### src/hw/cetu_defines.vh
// Summary of operation
// RL1 - FP unimplemented: decode, compute address, take F-line
// RL2 - FP frame holds address, fault PC, next PC
// RL3 - FP frame stacked PC is next instruction
// RL4 - Privileged instruction in user mode faults
// RL5 - Privilege: copy status, supervisor, clear trace, vector 8
// RL6 - Privilege stacked PC is offending instruction
// RL7 - Trace bits sampled at instruction start decide
// RL8 - Trace modes: off, flow, all, reserved
// RL9 - Flow mode traces jumps, returns, status writes
// RL10 - Suspended traced instruction defers trace until completion
// RL11 - Trace processed before pending interrupt
// RL12 - Forced exception first, trace afterwards
// RL13 - Illegal or unimplemented instruction never traced
// RL14 - Trace: supervisor, clear trace, vector 9, next PC
// RL15 - Traced stop loads status, traces, never stops (code: trace-all mode only; in flow mode a stop stops and is not traced)
// RL16 - Return checks frame format, error uses vector 14
// RL17 - Format error stacks detecting instruction PC
// RL18 - F-line class exception uses vector 11
// RL19 - Vector offset is vector times four
`ifndef CETU_DEFINES_VH
`define CETU_DEFINES_VH

// Vector numbers
`define CETU_VEC_PRIV      8'h08
`define CETU_VEC_TRACE     8'h09
`define CETU_VEC_FLINE     8'h0B
`define CETU_VEC_FORMAT    8'h0E

// Status word bit positions
`define CETU_SR_TALL       15
`define CETU_SR_TFLOW      14
`define CETU_SR_SUPER      13

// Trace modes {trace_all_bit, trace_flow_bit}
`define CETU_TR_OFF        2'h0
`define CETU_TR_FLOW       2'h1
`define CETU_TR_ALL        2'h2
`define CETU_TR_RSVD       2'h3

// Frame format codes
`define CETU_FMT_NORMAL    4'h0
`define CETU_FMT_FPEXT     4'h4

// Accepted frame formats, one bit per code
`define CETU_FMT_OK_MASK   16'h009F

// Next-instruction PC offset within the frame, in bytes
`define CETU_FRAME_PC_OFS  4'h2

`endif

### src/hw/cetu_exception_unit.v
`timescale 1ns/1ps
`include "cetu_defines.vh"

module cetu_exception_unit (
    // Clock and reset
    input  wire        i_clk_sys,
    input  wire        i_rst,
    // Instruction issue
    input  wire        i_insn_start,
    input  wire [31:0] i_insn_pc,
    input  wire [31:0] i_insn_next_pc,
    input  wire        i_insn_illegal,
    input  wire        i_insn_priv,
    input  wire        i_insn_fpu,
    input  wire        i_insn_flow,
    input  wire        i_insn_stop,
    input  wire        i_insn_rte,
    input  wire [3:0]  i_rte_format,
    // Effective address operands
    input  wire        i_ea_needed,
    input  wire [31:0] i_ea_base,
    input  wire [31:0] i_ea_disp,
    // Status word
    input  wire [15:0] i_status_word,
    input  wire [15:0] i_stop_status_word,
    // Instruction progress
    input  wire        i_insn_done,
    input  wire        i_insn_suspend,
    input  wire        i_insn_resume,
    input  wire        i_forced_exc,
    input  wire        i_forced_done,
    // Vector table base
    input  wire [31:0] i_vbr,
    // Exception handshake
    input  wire        i_exc_ack,
    output wire        o_exc_valid,
    output wire [7:0]  o_vector,
    output wire [9:0]  o_vec_offset,
    output wire [31:0] o_vec_addr,
    output wire [3:0]  o_frame_format,
    output wire [31:0] o_frame_pc,
    output wire [15:0] o_frame_status_word,
    output wire [31:0] o_frame_ea,
    output wire [31:0] o_frame_fault_pc,
    output wire [15:0] o_new_status_word,
    // Core control
    output wire        o_stop_enter,
    output wire        o_irq_hold
);

    localparam [1:0] ST_IDLE = 2'h0;
    localparam [1:0] ST_EXEC = 2'h1;
    localparam [1:0] ST_SUSP = 2'h2;
    localparam [1:0] ST_FWAIT = 2'h3;

    reg  [1:0]  state_ff;
    reg  [1:0]  nxt_state;
    reg         due_ff;
    reg         nxt_due;
    reg  [31:0] npc_ff;
    reg  [31:0] nxt_npc;
    reg         valid_ff;
    reg         nxt_valid;
    reg  [7:0]  vec_ff;
    reg  [7:0]  nxt_vec;
    reg  [31:0] vaddr_ff;
    reg  [31:0] nxt_vaddr;
    reg  [3:0]  fmt_ff;
    reg  [3:0]  nxt_fmt;
    reg  [31:0] pc_ff;
    reg  [31:0] nxt_pc;
    reg  [15:0] sr_ff;
    reg  [15:0] nxt_sr;
    reg  [31:0] ea_ff;
    reg  [31:0] nxt_ea;
    reg  [31:0] fpc_ff;
    reg  [31:0] nxt_fpc;
    reg         stop_ff;
    reg         nxt_stop;

    reg         e_go;
    reg  [7:0]  e_vec;
    reg  [3:0]  e_fmt;
    reg  [31:0] e_pc;
    reg  [15:0] e_sr;
    reg  [31:0] e_ea;
    reg  [31:0] e_fpc;

    wire [1:0]  cur_mode;
    wire        user_mode;
    wire        fmt_bad;
    wire [31:0] calc_ea;
    wire        want_trace;
    wire [15:0] fmt_mask;
    wire [15:0] fmt_sel;

    assign cur_mode = {i_status_word[`CETU_SR_TALL], i_status_word[`CETU_SR_TFLOW]};
    assign user_mode = ~i_status_word[`CETU_SR_SUPER];
    assign fmt_mask = `CETU_FMT_OK_MASK;

    // One-hot select of the stacked format code
    assign fmt_sel = 16'h0001 << i_rte_format;
    assign fmt_bad = ~|(fmt_mask & fmt_sel); // RL16

    // Operand address from partial decode
    assign calc_ea = i_ea_needed ? (i_ea_base + i_ea_disp) : 32'h0000_0000; // RL1

    // Mode decode, reserved code traces nothing
    assign want_trace = (cur_mode == `CETU_TR_ALL) ||
                        ((cur_mode == `CETU_TR_FLOW) && i_insn_flow); // RL8 RL9

    always @* begin
        nxt_state = state_ff;
        nxt_due   = due_ff;
        nxt_npc   = npc_ff;
        nxt_stop  = 1'b0;
        e_go      = 1'b0;
        e_vec     = `CETU_VEC_TRACE;
        e_fmt     = `CETU_FMT_NORMAL;
        e_pc      = npc_ff;
        e_sr      = i_status_word;
        e_ea      = 32'h0000_0000;
        e_fpc     = 32'h0000_0000;
        case (state_ff)
            ST_IDLE: begin
                if (i_insn_start && !valid_ff) begin
                    if (i_insn_illegal) begin
                        // Core takes its own vector, nothing traced
                        nxt_due = 1'b0; // RL13
                    end else if (i_insn_priv && user_mode) begin
                        e_go  = 1'b1; // RL4 RL5
                        e_vec = `CETU_VEC_PRIV; // RL5
                        e_pc  = i_insn_pc; // RL6
                    end else if (i_insn_fpu) begin
                        e_go  = 1'b1; // RL1
                        e_vec = `CETU_VEC_FLINE; // RL18
                        e_fmt = `CETU_FMT_FPEXT; // RL2
                        e_ea  = calc_ea; // RL2
                        e_fpc = i_insn_pc; // RL2
                        e_pc  = i_insn_next_pc; // RL3
                    end else if (i_insn_rte && fmt_bad) begin
                        e_go  = 1'b1; // RL16
                        e_vec = `CETU_VEC_FORMAT; // RL16
                        e_fmt = `CETU_FMT_NORMAL; // RL16
                        e_pc  = i_insn_pc; // RL17
                    end else if (i_insn_stop && cur_mode == `CETU_TR_ALL) begin
                        // Status loaded, then trace instead of stopping
                        e_go  = 1'b1; // RL15
                        e_vec = `CETU_VEC_TRACE; // RL15
                        e_sr  = i_stop_status_word; // RL15
                        e_pc  = i_insn_next_pc; // RL15
                    end else begin
                        nxt_due   = want_trace; // RL7
                        nxt_npc   = i_insn_next_pc;
                        nxt_stop  = i_insn_stop;
                        nxt_state = i_insn_stop ? ST_IDLE : ST_EXEC;
                    end
                end
            end
            ST_EXEC: begin
                if (i_insn_suspend) begin
                    nxt_state = ST_SUSP; // RL10
                end else if (i_insn_done) begin
                    if (due_ff && i_forced_exc) begin
                        nxt_state = ST_FWAIT; // RL12
                    end else begin
                        e_go      = due_ff; // RL14
                        nxt_due   = 1'b0;
                        nxt_state = ST_IDLE;
                    end
                end
            end
            ST_SUSP: begin
                if (i_insn_resume) begin
                    nxt_state = ST_EXEC; // RL10
                end
            end
            ST_FWAIT: begin
                if (i_forced_done && !valid_ff) begin
                    e_go      = 1'b1; // RL12
                    nxt_due   = 1'b0;
                    nxt_state = ST_IDLE;
                end
            end
            default: begin
                nxt_state = ST_IDLE;
                nxt_due   = 1'b0;
            end
        endcase
    end

    always @* begin
        nxt_valid = valid_ff & ~i_exc_ack;
        nxt_vec   = vec_ff;
        nxt_vaddr = vaddr_ff;
        nxt_fmt   = fmt_ff;
        nxt_pc    = pc_ff;
        nxt_sr    = sr_ff;
        nxt_ea    = ea_ff;
        nxt_fpc   = fpc_ff;
        if (e_go) begin
            nxt_valid = 1'b1;
            nxt_vec   = e_vec;
            nxt_vaddr = i_vbr + {22'h00_0000, e_vec, 2'h0}; // RL19
            nxt_fmt   = e_fmt;
            nxt_pc    = e_pc;
            nxt_sr    = e_sr; // RL5 RL14
            nxt_ea    = e_ea;
            nxt_fpc   = e_fpc;
        end
    end

    // Sequencer state
    always @(posedge i_clk_sys or posedge i_rst) begin
        if (i_rst) begin
            state_ff <= ST_IDLE;
        end else begin
            state_ff <= nxt_state;
        end
    end

    // Trace owed by the running instruction
    always @(posedge i_clk_sys or posedge i_rst) begin
        if (i_rst) begin
            due_ff <= 1'b0;
        end else begin
            due_ff <= nxt_due;
        end
    end

    // Next-instruction address of the running instruction
    always @(posedge i_clk_sys or posedge i_rst) begin
        if (i_rst) begin
            npc_ff <= 32'h0000_0000;
        end else begin
            npc_ff <= nxt_npc;
        end
    end

    // Exception request, held until acknowledge
    always @(posedge i_clk_sys or posedge i_rst) begin
        if (i_rst) begin
            valid_ff <= 1'b0;
        end else begin
            valid_ff <= nxt_valid;
        end
    end

    // Vector number
    always @(posedge i_clk_sys or posedge i_rst) begin
        if (i_rst) begin
            vec_ff <= 8'h00;
        end else begin
            vec_ff <= nxt_vec;
        end
    end

    // Handler fetch address
    always @(posedge i_clk_sys or posedge i_rst) begin
        if (i_rst) begin
            vaddr_ff <= 32'h0000_0000;
        end else begin
            vaddr_ff <= nxt_vaddr;
        end
    end

    // Frame format code
    always @(posedge i_clk_sys or posedge i_rst) begin
        if (i_rst) begin
            fmt_ff <= 4'h0;
        end else begin
            fmt_ff <= nxt_fmt;
        end
    end

    // Stacked program counter
    always @(posedge i_clk_sys or posedge i_rst) begin
        if (i_rst) begin
            pc_ff <= 32'h0000_0000;
        end else begin
            pc_ff <= nxt_pc;
        end
    end

    // Stacked status copy
    always @(posedge i_clk_sys or posedge i_rst) begin
        if (i_rst) begin
            sr_ff <= 16'h0000;
        end else begin
            sr_ff <= nxt_sr;
        end
    end

    // Stacked operand address
    always @(posedge i_clk_sys or posedge i_rst) begin
        if (i_rst) begin
            ea_ff <= 32'h0000_0000;
        end else begin
            ea_ff <= nxt_ea;
        end
    end

    // Stacked faulting address
    always @(posedge i_clk_sys or posedge i_rst) begin
        if (i_rst) begin
            fpc_ff <= 32'h0000_0000;
        end else begin
            fpc_ff <= nxt_fpc;
        end
    end

    // Stop entry pulse
    always @(posedge i_clk_sys or posedge i_rst) begin
        if (i_rst) begin
            stop_ff <= 1'b0;
        end else begin
            stop_ff <= nxt_stop;
        end
    end

    // Frame and vector outputs
    assign o_exc_valid         = valid_ff;
    assign o_vector            = vec_ff;
    assign o_vec_offset        = {vec_ff, 2'h0}; // RL19
    assign o_vec_addr          = vaddr_ff; // RL19
    assign o_frame_format      = fmt_ff;
    assign o_frame_pc          = pc_ff;
    assign o_frame_status_word = sr_ff;
    assign o_frame_ea          = ea_ff;
    assign o_frame_fault_pc    = fpc_ff;

    // Supervisor entry with tracing disabled
    assign o_new_status_word = {2'h0, sr_ff[13:0]} |
                               16'h2000; // RL5 RL14

    // Untraced stop enters stopped state
    assign o_stop_enter = stop_ff; // RL15

    // Interrupts wait for outstanding trace
    assign o_irq_hold = (due_ff && state_ff != ST_IDLE) ||
                        (valid_ff && vec_ff == `CETU_VEC_TRACE); // RL11

endmodule // cetu_exception_unit

### config.mk
export PLATFORM = sky130hd
export DESIGN_NAME = cetu_exception_unit
export DESIGN_NICKNAME = d
export VERILOG_FILES = /design/src/hw/cetu_exception_unit.v
export VERILOG_INCLUDE_DIRS = /design/src /design/src/hw
export SDC_FILE = /design/constraint.sdc
export NUM_CORES = 1
export LEC_CHECK = 0
export BUFFER_PORTS_ARGS = -buffer_cell sky130_fd_sc_hd__buf_2
export CAP_MARGIN = 5
export CORE_AREA = 2 2 154 156
export CTS_CLUSTER_DIAMETER = 40
export DETAILED_ROUTE_END_ITERATION = 10
export DIE_AREA = 0 0 156 158
export MAX_ROUTING_LAYER = met4
export PLACE_DENSITY = 0.78
export SLEW_MARGIN = 20
export SYNTH_ARGS = -nofsm -noshare
export SYNTH_HDL_FRONTEND = slang
export SYNTH_SLANG_ARGS = --single-unit
### constraint.sdc
create_clock -name i_clk_sys -period 8.1 [get_ports i_clk_sys]
set_clock_uncertainty 0.2 [all_clocks]
set_input_delay 1.62 -clock i_clk_sys [delete_from_list [all_inputs] [get_ports i_clk_sys]]
set_output_delay 1.62 -clock i_clk_sys [all_outputs]
set_load 0.02 [all_outputs]
After elaboration in Yosys (flattened, before gate mapping). Index checks and enable logic that the tools add are counted.

$add $sub $neg: 2. Equality and inequality tests: 22. Shift operators: 1. Muxes and demuxes: 79. Bitwise logic cells: 8. Reduce and logical (&&, ||, !) cells: 20.

Operators by type and width (number): $mux W32 (18); $mux W16 (7); $mux W3 (11); $add A32 B10 Y32 (1); $add A32 B32 Y32 (1); $mux W1 (29); $mux W2 (11); $ne A2 B2 Y1 const B (11); $ne A3 B3 Y1 const B (5); $reduce_and A10 Y1 (1); $logic_and A1 B1 Y1 (9); $reduce_and A9 Y1 (1); $eq A8 B4 Y1 const B (1); $pmux W2 S4 (1); $shl A1 B4 Y8 const A (1); $not A1 Y1 (7); $reduce_and A7 Y1 (1); $eq A2 B2 Y1 const B (3); $pmux W1 S3 (2); $reduce_or A6 Y1 (1); $eq A2 B1 Y1 const B (2); $reduce_bool A3 Y1 (1); $logic_not A1 Y1 (2); $logic_not A2 Y1 (1); 3 further kinds (4).

Register bits: 193. Bits of input ports: 212. Output and inout bits: 185.

Depth between registers and ports, before layout.
Depth after elaboration: 11. Gate-level depth with buffers: 18. Mapped depth without buffers: 16.

Worst setup path after synthesis. Ideal clock, no wire load.

Kind: input port to flip-flop. From: input i_rte_format[1]. To: register vaddr_ff[24] (netlist: o_vec_addr[24]). Setup time: 0.123 ns. Data arrival time: 4.601 ns. Data required time: 7.777 ns. Setup slack: 3.175 ns. Stages on the path: 18. Buffers on the path: 2. Cells stage by stage: xor2_1 a21oi_1 nand2b_1 o21ai_1 and2_1 buf_2 clkbuf_1 inv_1 ha_1 inv_1 fa_1 o21ai_0 nand3_1 nor2_1 nand2_1 nor2_1 xnor2_1 o21ai_1.

Cells in the longest elaborated chain, start to end: 11. Elaborated cells between the ends (all ways): 17. Those cells by class: add/sub: 1; shift: 1; mux: 12; reduce/logical: 3.

Ends and longest elaborated chain: start, declared (line cetu_exception_unit.v:18) `input wire [3:0] i_rte_format,`; $shl A1 B4 Y8 (line cetu_exception_unit.v:102) `assign fmt_sel = 16'h0001 << i_rte_format;`; $reduce_or A6 Y1 (line cetu_exception_unit.v:103) `assign fmt_bad = ~|(fmt_mask & fmt_sel);`; $logic_not A1 Y1 (line cetu_exception_unit.v:103); $logic_and A1 B1 Y1 (line cetu_exception_unit.v:141) `end else if (i_insn_rte && fmt_bad) begin`; $mux W3 (line cetu_exception_unit.v:141); $mux W3 (line cetu_exception_unit.v:134) `end else if (i_insn_fpu) begin`; $mux W3 (line cetu_exception_unit.v:130) `end else if (i_insn_priv && user_mode) begin`; $mux W3 (line cetu_exception_unit.v:127) `if (i_insn_illegal) begin`; $mux W3 (line cetu_exception_unit.v:126) `if (i_insn_start && !valid_ff) begin`; $mux W3 (line cetu_exception_unit.v:124) `case (state_ff)`; net e_vec[0] (line cetu_exception_unit.v:82) `reg [7:0] e_vec;`; $add A32 B10 Y32 (line cetu_exception_unit.v:204) `nxt_vaddr = i_vbr + {22'h00_0000, e_vec, 2'h0};`; end signal, assigned (line cetu_exception_unit.v:263) `vaddr_ff <= nxt_vaddr;`; end, declared (line cetu_exception_unit.v:66) `reg [31:0] vaddr_ff;`.

The timed path passes the listed nets, and every way through them passes these cells. A chain may end at the register's enable or synchronous reset.

Final worst setup path.
From: input i_insn_illegal. To: register vaddr_ff[24] (netlist: o_vec_addr[24]).

Cells in the longest elaborated chain, start to end: 4. Elaborated cells between the ends (all ways): 7. Those cells by class: add/sub: 1; mux: 6.

Ends and longest elaborated chain: start, declared (line cetu_exception_unit.v:12) `input wire i_insn_illegal,`; $mux W3 (line cetu_exception_unit.v:127); $mux W3 (line cetu_exception_unit.v:126); $mux W3 (line cetu_exception_unit.v:124); net e_vec[1] (line cetu_exception_unit.v:82); $add A32 B10 Y32 (line cetu_exception_unit.v:204).

The timed path passes the listed nets, and every way through them passes these cells.

==> results.toml <==
[run_status]
status = "complete, no violations"

[pwr]
p_int_w = 0.00239
p_switching_w = 0.00176
power.density_nw_per_um2 = 334
power.share.sequential = 0.378
ir_drop_v = 0.000120
switching_share = 0.424
power_frac_comb = 0.417
leakagePower_nw = 6.24
power_frac_clock = 0.206

[final_layout]
regArea_sq_um = 4650
drive_gt1_frac = 0.343
fillers = 2092
area_growth_pct = 25.1
multi_input_area_sq_um = 4720
design_area_sq_um = 12400
fin_nets = 1583

[grt]
antenna_found_initial = 8
grt_pass1_wl_mm = 44.9
grt_pass1_vias = 8530
grt_util_all_layers = 0.240
use_met2 = 0.388
use_met1 = 0.298
grt_overflow_total = 0
top_usage_layer = "met2"
grt_max_degree = 120
grt_use_met3 = 0.0512

[die]
start_util = 0.430
ios = 397
die_h_microns = 158
design.die.area_sq_um = 24600
fp.dieW_microns = 156
rows = 56
core-area_sq_um = 23100

[worst_setup_path]
path_cells = "buf_2 -> nand3b_1 -> nor3_2 -> nand2_1 -> nor2_1 -> inv_1 -> fa_1 -> o21ai_0 -> nand3_1 -> nor2_1 -> nand2_1 -> nor2_1 -> xnor2_1 -> o21ai_1"
cp_slowest_stage_delay_ns = 0.68
crit_top_cell = "nor2_1"
worst-path-max-fanout = 12
start_kind = "primary input"
worstPathArrival_ns = 5.34
end_kind = "flip-flop"
cp-startpoint = "i_insn_illegal"
crit_type = "primary input to flip-flop"
rr_startpoint = "o_exc_valid"
cp_slowest_cell = "nor3_2"
critPathRequiredTime_ns = 8.19

[yosys]
synth_xor_area_frac = 0.0504
synthAdderAreaFrac = 0.0470
synthTopCellsByArea = "dfrtp_1, nand2_1, ha_1, o21ai_0, mux2_2"
seq_area_frac_synth = 0.470
synth_flop_cell = "dfrtp_1"
async_flop_share = 1.00
synth-compound-area-share = 0.197
synth-simple-area-share = 0.122
synth_most_common_cell = "dfrtp_1"
synthTopCellsByCount = "dfrtp_1, nand2_1, o21ai_0"
synth_top_family_by_area = "compound AO/OA/AOI/OAI gates"
syn_inst = 1008
synthMuxAreaShare = 0.0515
synth_top_cell_by_area = "dfrtp_1"
ys_ff_latch = 186
synth_edf_count = 0
syn-cell-area_sq_um = 9910
synth_top_area_share = 0.470
avgSynthCellArea_sq_um = 9.83
synth_cell_types = 58
synth_warnings = 0

[timing]
tns_ns = 0
slew_violations = 0
period_share = 0.648
rsz0062_at_grt = "false"
fmax_mhz = 191
fin_crit_ns = 5.25
hold_violations = 0
setup_violations = 0
max_slew.worst_pin.slew_ns = 1.08
relSlewSlack = 0.281

[place]
gp_congestion = 0.939
post-dp-hpwl_mm = 22.5
place_area_sq_um = 11800
io_buffers = 380

[detailed_routing]
firstDrtPassIters = 6
via_per_inst = 5.45
drc_errors = 0
ant_nets = 0
drt_iter0_markers = 629
num_vias = 8968
wl_per_cell_microns = 18.3
wl_mm = 30.1

[clock_network]
clkLatencyLatePin_ns = 0.42
cts.sinks = 186
postCtsSetupRepairBufs = 0
clk_path_buf_depth = 2
cts_resized = 0
cts_buffers = 17
clk_pin_slew_ns = 0.08
ctsHoldBuffers = 0
cts_tree = "done"
root_buffer = "clkbuf_16"
htree_levels = 4

[min_path]
hold_class = "flip-flop to flip-flop"
hp-start = "o_vec_addr[1]"

[flow_run]
max_cap_viol_count = 0
-- stage by stage --
step           setup WS, ns  total power (W)  std cells  utilization  hold WS [ns]
2_1_floorplan          1.22          0.00273       1022            -         0.280
3_3_place_gp           2.69          0.00326       1606        0.511         0.248
3_5_place_dp           2.54          0.00331       1606        0.511         0.256
4_1_cts                2.97          0.00418       1638        0.537         0.273
5_1_grt                2.49          0.00441       1646        0.538         0.299
6_report               2.85          0.00414       1646        0.538         0.267
-- critical path: cells and delay by family --
family / cells / cell delay (ns)
AND/OR/NAND/NOR: 8 / 2.38
AO/OA/AOI/OAI: 2 / 0.54
adder cells (fa/ha/maj): 1 / 0.44
buffers and inverters: 2 / 0.22
XOR/XNOR: 1 / 0.13
-- area by class of cell --
type                            count  share of cell area
Clock buffer                       18              0.0354
Sequential cell                   186               0.375
Tap cell                          290              0.0292
Clock inverter                     14              0.0138
Multi-Input combinational cell    722               0.381
Timing Repair Buffer              386               0.157
Inverter                           22             0.00726
Antenna cell                        8             0.00161
-- final timing paths --
kind	end	slack [ns]	cells past startpoint
max	o_vec_addr[24]	2.85	14
min	o_vec_addr[1]	0.27	2
max reg2reg	o_vec_addr[24]	3.61	14
min reg2reg	o_vec_addr[1]	0.27	2
max in group asynchronous	o_stop_enter	5.11	3
min in group asynchronous	o_frame_ea[0]	1.13	2
-- power by group through the flow --
stage / logic, W / clock network [W] / registers [W]
floorplan: 0.000816 / 0 / 0.00191
global placement: 0.00170 / 0 / 0.00156
detailed placement: 0.00174 / 0 / 0.00158
CTS: 0.00174 / 0.000876 / 0.00156
global route: 0.00189 / 0.000913 / 0.00161
finish: 0.00173 / 0.000853 / 0.00157
-- registers in the layout, indices dropped and copies added (netlist names) --
name and count:
due_ff 1, npc_ff 32, o_exc_valid 1, o_frame_ea 32, o_frame_fault_pc 32, o_frame_format 1, o_frame_pc 32, o_frame_status_word 16
o_stop_enter 1, o_vec_addr 32, o_vector 4, state_ff 2
-- layout by cell type, fill, tap and decap left out, types with 4 or more instances in the layout --
master / instances
buf_2: 380
nand4_1: 12
a22o_1: 41
ha_1: 34
nor3_1: 7
buf_4: 6
nand2b_1: 5
xor2_1: 27
mux2_2: 32
inv_6: 4
mux2i_1: 15
conb_1: 16
o31ai_1: 4
xnor2_1: 30
and2_1: 4
o21bai_1: 9
a31oi_1: 6
nand3_1: 18
a222oi_1: 25
inv_1: 21
nand2_1: 115
diode_2: 8
nor2b_1: 5
o21ai_0: 76
clkbuf_16: 17
a21oi_1: 65
a21o_1: 19
dfrtp_1: 186
clkinv_8: 5
a221oi_1: 8
and3_1: 15
nor2_1: 74
o21ai_1: 19
-- metal layers --
| layer | wire length, microns | part of all wire |
|---|---|---|
| met2 | 14500 | 0.48 |
| met5 | 0 | 0 |
| met3 | 2400 | 0.080 |
| met4 | 714 | 0.024 |
| met1 | 12500 | 0.41 |
-- cells by family (layout without fill, tap and decap cells) --
logic type	after synthesis	in the layout
other	2	24
multiplexers	47	47
AO/OA/AOI/OAI	294	294
XOR/XNOR	57	57
AND/OR/NAND/NOR	272	272
adder cells (fa/ha/maj)	36	36
buffers and inverters	114	440
flip-flops	186	186
Note: power is estimated with default switching activity, not from simulation.
